--- src/shared/deser_pkg.sv ---
`default_nettype none
package deser_pkg;
   localparam int WORD_W = 4;
   localparam int DIV_A = 4;
   localparam int DIV_B = 8;
   localparam int CNT_W = 3;
   localparam logic [2:0] CNT_LAST_4 = 3'h3;
   localparam logic [2:0] CNT_LAST_8 = 3'h7;
   localparam logic [2:0] CNT_ONE = 3'h1;
   localparam logic [2:0] CNT_ZERO = 3'h0;
   localparam logic [2:0] DIV4_HALF = 3'h2;
   localparam logic [2:0] DIV8_HALF = 3'h4;
   localparam logic [1:0] SLIP_MIN_CYC = 2'h2;
   typedef enum logic {SLIP_IDLE, SLIP_HELD} slip_state_t;
   typedef struct packed {
      logic data;
      logic select_a;
      logic slip;
      logic wide_mode;
   } pin_bundle_t;
endpackage
`default_nettype wire

--- src/pin_sync.sv ---
`default_nettype none
module pin_sync #(
   parameter int WIDTH = 4
) (
   input wire logic clk_in,
   input wire logic rst_in,
   input wire logic [WIDTH-1:0] async_in,
   output logic [WIDTH-1:0] sync_out
);
   logic [WIDTH-1:0] stage1_r;
   logic [WIDTH-1:0] stage2_r;

   // Two flops per bit; first stage is read only by the second
   always_ff @(posedge clk_in or posedge rst_in) begin
      if (rst_in) begin
         stage1_r <= '0;
         stage2_r <= '0;
      end else begin
         stage1_r <= async_in;
         stage2_r <= stage1_r;
      end
   end

   assign sync_out = stage2_r;
endmodule
`default_nettype wire

--- src/serial_to_parallel_4bit_deserializer.sv ---
// Contract
// Four serial bits form a word; first received bit lands on bit 0.
// Produce divide-by-4 and divide-by-8 clocks from the bit clock.
// Select high takes input A, low takes input B.
// Each qualifying slip pulse moves the word boundary by one bit.
// Slip pulse may be asynchronous but must last two clock periods.
// Several bits of shift need several pulses; one bit per pulse.
// Width input low or open gives 4-bit conversion; the code has no pull-down on the pin, so only a driven low does.
// Width input high updates outputs once per eight cycles.
// Serial stream is NRZ, one bit per clock period.
// In 4-bit mode outputs update every four cycles with div-4 edge.
// Serial output repeats the selected input after registering.
`default_nettype none
module serial_to_parallel_4bit_deserializer #(
   parameter int WORD_W = deser_pkg::WORD_W
) (
   input wire logic REF_CLK_IN,
   input wire logic RESET_IN,
   input wire logic SERIAL_IN_A_IN,
   input wire logic SERIAL_IN_B_IN,
   input wire logic SELECT_A_IN,
   input wire logic BIT_SLIP_IN,
   input wire logic WIDE_MODE_IN,
   output logic [WORD_W-1:0] PARALLEL_WORD_OUT,
   output logic CLOCK_DIV4_OUT,
   output logic CLOCK_DIV8_OUT,
   output logic SERIAL_OUT_PASS_OUT
);
   deser_pkg::pin_bundle_t pins_raw;
   deser_pkg::pin_bundle_t pins;
   logic serial_bit;
   logic [WORD_W-1:0] shift_r, shift_nxt;
   logic [WORD_W-1:0] word_r, word_nxt;
   logic [deser_pkg::CNT_W-1:0] cnt_r, cnt_nxt;
   logic div4_r, div4_nxt, div8_r, div8_nxt;
   logic pass_r, pass_nxt;
   deser_pkg::slip_state_t slip_st_r, slip_st_nxt;
   logic [1:0] slip_len_r, slip_len_nxt;
   logic slip_go;
   logic word_last;

   // Pins are asynchronous to the clock; all pass two flops
   assign pins_raw.data = SELECT_A_IN ? SERIAL_IN_A_IN : SERIAL_IN_B_IN;
   assign pins_raw.select_a = SELECT_A_IN;
   assign pins_raw.slip = BIT_SLIP_IN;
   assign pins_raw.wide_mode = WIDE_MODE_IN;

   pin_sync #(.WIDTH($bits(deser_pkg::pin_bundle_t))) u_sync (
      .clk_in(REF_CLK_IN),
      .rst_in(RESET_IN),
      .async_in(pins_raw),
      .sync_out(pins)
   );

   // NRZ: one sample per clock is one bit
   assign serial_bit = pins.data;

   // Slip qualifier: pulse must stand two cycles, fires once per pulse
   always_comb begin
      slip_st_nxt = slip_st_r;
      slip_len_nxt = slip_len_r;
      slip_go = 1'b0;
      case (slip_st_r)
         deser_pkg::SLIP_IDLE: begin
            if (pins.slip) begin
               if (slip_len_r == deser_pkg::SLIP_MIN_CYC - 2'h1) begin
                  slip_go = 1'b1;
                  slip_st_nxt = deser_pkg::SLIP_HELD;
                  slip_len_nxt = 2'h0;
               end else begin
                  slip_len_nxt = slip_len_r + 2'h1;
               end
            end else begin
               slip_len_nxt = 2'h0;
            end
         end
         deser_pkg::SLIP_HELD: begin
            // Wait for release so a long pulse still counts once
            if (!pins.slip) begin
               slip_st_nxt = deser_pkg::SLIP_IDLE;
            end
         end
         default: begin
            slip_st_nxt = deser_pkg::SLIP_IDLE;
            slip_len_nxt = 2'h0;
         end
      endcase
   end

   always_ff @(posedge REF_CLK_IN or posedge RESET_IN) begin
      if (RESET_IN) begin
         slip_st_r <= deser_pkg::SLIP_IDLE;
         slip_len_r <= 2'h0;
      end else begin
         slip_st_r <= slip_st_nxt;
         slip_len_r <= slip_len_nxt;
      end
   end

   // End of word depends on mode; a driven low pin means 4-bit, and nothing pulls an open pin low
   assign word_last = pins.wide_mode ? (cnt_r == deser_pkg::CNT_LAST_8)
                                     : (cnt_r[1:0] == deser_pkg::CNT_LAST_4[1:0]);

   // Bit counter, shifter, dividers; slip holds the counter one cycle
   always_comb begin
      shift_nxt = {serial_bit, shift_r[WORD_W-1:1]};
      word_nxt = word_r;
      pass_nxt = serial_bit;
      if (slip_go) begin
         cnt_nxt = cnt_r;
      end else begin
         cnt_nxt = cnt_r + deser_pkg::CNT_ONE;
      end
      if (word_last && !slip_go) begin
         word_nxt = shift_nxt;
      end
      div4_nxt = (cnt_nxt[1:0] < deser_pkg::DIV4_HALF[1:0]);
      div8_nxt = (cnt_nxt < deser_pkg::DIV8_HALF);
   end

   always_ff @(posedge REF_CLK_IN or posedge RESET_IN) begin
      if (RESET_IN) begin
         shift_r <= '0;
         word_r <= '0;
         cnt_r <= deser_pkg::CNT_ZERO;
         // Dividers start at their zero-count level so the first period is whole
         div4_r <= (deser_pkg::CNT_ZERO[1:0] < deser_pkg::DIV4_HALF[1:0]);
         div8_r <= (deser_pkg::CNT_ZERO < deser_pkg::DIV8_HALF);
         pass_r <= 1'b0;
      end else begin
         shift_r <= shift_nxt;
         word_r <= word_nxt;
         cnt_r <= cnt_nxt;
         div4_r <= div4_nxt;
         div8_r <= div8_nxt;
         pass_r <= pass_nxt;
      end
   end

   assign PARALLEL_WORD_OUT = word_r;
   assign CLOCK_DIV4_OUT = div4_r;
   assign CLOCK_DIV8_OUT = div8_r;
   assign SERIAL_OUT_PASS_OUT = pass_r;
endmodule
`default_nettype wire

--- config.mk ---
export PLATFORM = sky130hd
export DESIGN_NAME = serial_to_parallel_4bit_deserializer
export DESIGN_NICKNAME = d
export VERILOG_FILES = /design/src/shared/deser_pkg.sv /design/src/pin_sync.sv /design/src/serial_to_parallel_4bit_deserializer.sv
export SDC_FILE = /design/constraint.sdc
export NUM_CORES = 1
export LEC_CHECK = 0
export ABC_AREA = 1
export ABC_CLOCK_PERIOD_IN_PS = 1100
export BUFFER_PORTS_ARGS = -buffer_cell sky130_fd_sc_hd__buf_2
export CAP_MARGIN = 5
export CORE_ASPECT_RATIO = 1.5
export CORE_MARGIN = 2
export CORE_UTILIZATION = 35
export CTS_CLUSTER_DIAMETER = 150
export DETAILED_ROUTE_END_ITERATION = 7
export PLACE_DENSITY = 0.57
export REMOVE_ABC_BUFFERS = 1
export SYNTH_ARGS = -nofsm -noshare
export SYNTH_HDL_FRONTEND = slang
export SYNTH_SLANG_ARGS = --single-unit
--- constraint.sdc ---
create_clock -name REF_CLK_IN -period 1.1 [get_ports REF_CLK_IN]
set_input_delay 0 -clock REF_CLK_IN [delete_from_list [all_inputs] [get_ports REF_CLK_IN]]
set_output_delay 0 -clock REF_CLK_IN [all_outputs]
set_load 0.01 [all_outputs]
=== Word-level counts from Yosys, hierarchy flattened ===
Index checks and enable logic that the tools add are counted.
Widths: inputs -> output; s select.

* Flip-flop bits (word level): 25
* Output and inout port bits: 7
* Input port bits: 7
* Word-level logic and storage cells: 30

* Equal/unequal tests: 3
* Multiplexer cells: 10
* Bitwise gates (word level): 1
* Reduce and logical (&&, ||, !) cells: 2
* $add $sub $neg: 2
* Order comparisons: 2

{| class="wikitable"
|+ Operators with widths
! kind !! number
|-
| $mux 1 || 6
|-
| $mux 2 || 2
|-
| $add 3x1->3 const B || 1
|-
| $eq 3x3->1 const B || 1
|-
| $lt 3x3->1 const B || 1
|-
| $mux 3 || 1
|-
| $add 2x1->2 const B || 1
|-
| $eq 2x1->1 const B || 1
|-
| $eq 2x2->1 const B || 1
|-
| $lt 2x2->1 const B || 1
|-
| $pmux 1 s2 || 1
|-
| $logic_and 1x1->1 || 1
|-
| $logic_not 1->1 || 1
|-
| $not 1->1 || 1
|}

=== Depth between registers and ports, before layout ===
* Depth in word-level cells: 6
* Depth in mapped cells: 6
* Depth with buffers taken out: 6

=== By module ===
A second synthesis with hierarchy kept.

* Cells, all modules: 68
* Area, all modules: 828.3 sq um

{| class="wikitable"
|+ Modules (own cells, without submodules)
! module !! seq. area each (sq um) !! cells each !! instances !! area each (sq um)
|-
| serial_to_parallel_4bit_deserializer || 377.9 || 59 || 1 || 624.3
|-
| pin_sync || 200.2 || 9 || 1 || 203.9
|}

=== Worst setup path after synthesis ===
No wires, ideal clock.

* Kind: reg-to-reg
* From: register cnt_r[0] in the netlist's numbering
* To: register with a tool-made name
* Setup time: 0.112 ns
* Required time: 0.988 ns
* Stages on the path, launching flop included: 6
* Arrival: 0.913 ns
* Slack: 0.075 ns
* Buffers on the path: 0
* Clock period less this slack: 1.025 ns
* Path through: dfrtp_1 > ha_1 > xnor2_1 > nand2_2 > nand2_2 > inv_2

{| class="wikitable"
|+ RTL lines
! element !! line !! source
|-
| start, declared || serial_to_parallel_4bit_deserializer.sv:34 || <nowiki>logic [deser_pkg::CNT_W-1:0] cnt_r, cnt_nxt;</nowiki>
|-
| start signal, assigned || serial_to_parallel_4bit_deserializer.sv:125 || <nowiki>cnt_r <= deser_pkg::CNT_ZERO;</nowiki>
|-
| start signal, assigned || serial_to_parallel_4bit_deserializer.sv:133 || <nowiki>cnt_r <= cnt_nxt;</nowiki>
|}

=== Worst setup path in the final report ===
* From: register cnt_r[0] in the netlist's numbering
* To: register word_r[2] (netlist: PARALLEL_WORD_OUT[2])

* Longest elaborated chain between the ends: 3
* Elaborated cells on any way between the ends: 4
* Those cells by class: eq/ne (2); mux (1); reduce/logical (1)

{| class="wikitable"
|+ Ends and longest elaborated chain
! element !! line !! source
|-
| $eq 3x3->1 or $eq 2x2->1 (tied branches) || serial_to_parallel_4bit_deserializer.sv:101, serial_to_parallel_4bit_deserializer.sv:102 ||
|-
| $mux 1 (*) || serial_to_parallel_4bit_deserializer.sv:101 || <nowiki>assign word_last = pins.wide_mode ? (cnt_r == deser_pkg::CNT_LAST_8)</nowiki>
|-
| $logic_and 1x1->1 (*) || serial_to_parallel_4bit_deserializer.sv:114 || <nowiki>if (word_last && !slip_go) begin</nowiki>
|-
| end signal, assigned || serial_to_parallel_4bit_deserializer.sv:132 || <nowiki>word_r <= word_nxt;</nowiki>
|-
| end, declared || serial_to_parallel_4bit_deserializer.sv:33 || <nowiki>logic [WORD_W-1:0] word_r, word_nxt;</nowiki>
|}

Mark *: on every way between the ends. The rest lies on a longest branch, timed or not.
A chain may end at the register's enable or synchronous reset.

==> results by group <==
Routing
  – Routed vias/inst: 4.38
  – DRC: 0
  – Routed WL per cell: 10.6 microns
  – Total wire length: 1.15 mm
  – Pre-antenna DRT Iters: 2
  – DR iter-0 viols: 10
  – Final ANT Viol Nets: 0
  – Vias: 473

Hold path
  – Hold Crit Class: in2async

STA
  – Worst slew pin tran: 0.260 ns
  – Final Hold Fails: 0
  – Max transition margin: 82.7%
  – FMAX: 0.916 GHz
  – RSZ-0062 raised after global routing: true
  – Final count of pins violating max slew: 0
  – Final setup fails: 0
  – Worst clock skew: 0.00130 ns
  – Fin crit share: 99.2%
  – Final worst path period need: 1.09 ns
  – Worst hold margin: 0.252 ns

Clock network
  – Clk buf depth: 2
  – H-Tree Depth: 1
  – Root Driver: clkbuf_4
  – # clock sinks: 21
  – Post_cts resized: 0
  – CTS buffer count: 3
  – Clk_lat worst skew: 0.30 ns
  – Clock tree from TritonCTS: built
  – Worst-path clk slew: 0.11 ns

Global route
  – GRT met1 Usage: 13.1%
  – Met3 GRT Util: 1.76%
  – Met2 Usage GRT: 17.8%
  – GR peak layer: met2
  – Vias in the first global route: 503
  – First-pass GRT wire length: 2.07 mm
  – GRT Residual Overflow: 0
  – Initial antenna violation count: 0
  – Largest net degree at the start of global routing: 22
  – Gr usage total: 11.1%

Critical path
  – Worst EP arrival: 1.30 ns
  – CP max stage cell: dfrtp_1
  – Worst path required time: 1.30 ns
  – Flop-to-flop setup slack: 0.008 ns
  – Crit. End Element: flip-flop
  – Crit Path Class: reg2reg
  – Worst setup startpoint: cnt_r[0]$_DFFE_PP0N_
  – FF-to-FF path depth: 5
  – Most common cell type on the critical path: nand2_1
  – Startpoint Class: flip-flop
  – Crit-path cells: ha_1, a21boi_4, nand2_4, nand2_1, nand2_1
  – CP peak stage delay: 0.40 ns
  – RR Endpoint: PARALLEL_WORD_OUT[2]$_DFFE_PP0P_
  – Max FO, Critical Path: 5
  – Worst reg2reg startpoint: cnt_r[0]$_DFFE_PP0N_
  – CP Capture Point: PARALLEL_WORD_OUT[2]$_DFFE_PP0P_

Final layout
  – Filler cells: 186
  – Final design utilization: 47.3%
  – Number of antenna diodes: 0
  – Layout cell share with drive strength beyond 1: 36.0%
  – P&R area growth vs syn: 25.0%
  – Final Cell Area: 970 sq um
  – Final #Nets: 96

Pwr
  – Leakage power: 0.495 nW
  – Cell Pwr Density: 2450 nW/um^2
  – Worst VDD drop: 0.00117 V

Logic synthesis
  – YS warnings: 0
  – Post-synth top flop: dfrtp_1
  – Synth top cells by count: dfrtp_1 (19), nand2_1 (11), nand3_1 (6)
  – Synth Register Bits: 21
  – Syn Std Cell Area: 776 sq um
  – Syn avg cell area: 12.7 sq um
  – Post-synth cell types: 16
  – Yosys top cell area share: 61.3%
  – Cells after Synth: 61
  – Sequential cell area fraction in the yosys report: 68.1%
  – Area contributors post-synth: dfrtp_1 (61%), dfstp_2 (6.8%), nand2_1 (5.3%)
  – Area leader, netlist: dfrtp_1
  – Most common cell in the netlist: dfrtp_1
  – Asr flop ratio synth: 100%
  – Number of flops mapped to enable cells by yosys: 0

Placed design
  – Port Buffers: 13
  – Area post-placement: 876 sq um
  – Hpwl dp: 769 microns
  – Gp weighted congestion: 0.702

Floorplanning
  – Row Count: 20
  – Die height: 61.7 microns
  – # IOs: 14
  – Starting Density: 37.8%
  – Die width: 42.4 microns
  – Core box area: 2050 sq um
  – Die area: 2620 sq um

Job
  – Max-cap viol count: 0

Outcome
  – Status: completed
==> cell type report <==
type | count | area (sq um) | area share (%)
Inverter | 7 | 26.3 | 2.71
Clock buffer | 4 | 26.3 | 2.71
Timing Repair Buffer | 21 | 140 | 14.5
Sequential cell | 21 | 528 | 54.5
Tap cell | 22 | 27.5 | 2.84
Multi-Input combinational cell | 33 | 221 | 22.8
==> registers in the layout, indices dropped and copies added (netlist names), named ones only <==
signal and flops:
CLOCK_DIV4_OUT 1, CLOCK_DIV8_OUT 1, PARALLEL_WORD_OUT 4, SERIAL_OUT_PASS_OUT 1, cnt_r 1, shift_r 2, slip_len_r 2, slip_st_r 1
u_sync.stage1_r 3, u_sync.sync_out 3
==> worst min-delay path by stage <==
stage                                             to  slack (ns)  cells after the start  startpoint
floorplan           PARALLEL_WORD_OUT[0]$_DFFE_PP0P_       -0.02                      1    RESET_IN
global placement        u_sync.stage1_r[0]$_DFF_PP0_        0.04                      3    RESET_IN
detailed placement      u_sync.stage1_r[1]$_DFF_PP0_        0.04                      3    RESET_IN
CTS                     u_sync.stage1_r[0]$_DFF_PP0_        0.26                      4    RESET_IN
global route            u_sync.sync_out[0]$_DFF_PP0_        0.26                      4    RESET_IN
finish                  u_sync.stage1_r[0]$_DFF_PP0_        0.25                      4    RESET_IN
==> report_power, final <==
part | switching, W | leakage, nW | internal [W]
clock network | 0.000224 | 0.0150 | 0.000141
logic | 0.000495 | 0.231 | 0.000368
registers | 0.000124 | 0.250 | 0.00103
==> repair_timing <==
action / in CTS / in global routing
cloned: 0 / 0
hold buffers: 6 / 0
pin swaps: 0 / 1
endpoints found under the setup margin: 4 / 5
setup buffers: 1 / 0
endpoints found under the hold margin: 24 / 0
==> through the flow <==
step                total power (W)  cells  setup slack, ns  setup TNS, ns
floorplan                   0.00177     61           0.0749              0
global placement            0.00199     97           0.0428              0
detailed placement          0.00201     97           0.0199              0
CTS                         0.00242    108           0.0129              0
global route                0.00258    108          -0.0485         -0.182
finish                      0.00238    108          0.00827              0
==> critical path: cells and delay by family (launching register included) <==
kind,cells,cell delay [ns]
AOI/OAI and AO/OA,1,0.25
adders and majority gates,1,0.17
DFF,1,0.40
and+or+nand+nor,3,0.19
==> routing by layer <==
metal / routed length (microns) / up-vias / part of all wire [%]
li1: - / 237 / -
met1: 511 / 225 / 45
met2: 584 / 9 / 51
met3: 32 / 2 / 2.8
met4: 17 / 0 / 1.5
met5: 0 / - / 0
==> logic make-up after synthesis <==
kind of cell               Yosys count  synth area share, %
DFF                                 21                 68.1
buffers and inverters                7                 3.39
xor gates and xnor gates             2                 2.26
and+or+nand+nor                     25                 17.9
AOI/OAI and AO/OA                    3                 3.71
adders and majority gates            2                 3.23
muxes                                1                 1.45
==> cell usage in the layout, fill, tap and decap left out, types with 2 or more instances in the layout <==
cell type | netlist | routed
nand2_2 | 3 | 3
clkbuf_4 | 0 | 3
nand3_1 | 6 | 6
dfstp_2 | 2 | 2
dlygate4sd3_1 | 0 | 6
inv_1 | 5 | 5
dfrtp_1 | 19 | 19
inv_2 | 2 | 2
a21oi_1 | 2 | 2
nand2_4 | 2 | 2
ha_1 | 2 | 2
buf_4 | 0 | 2
nor2_4 | 2 | 2
nand2_1 | 11 | 11
buf_2 | 0 | 13
No activity file was read; power rests on OpenSTA's default activity.
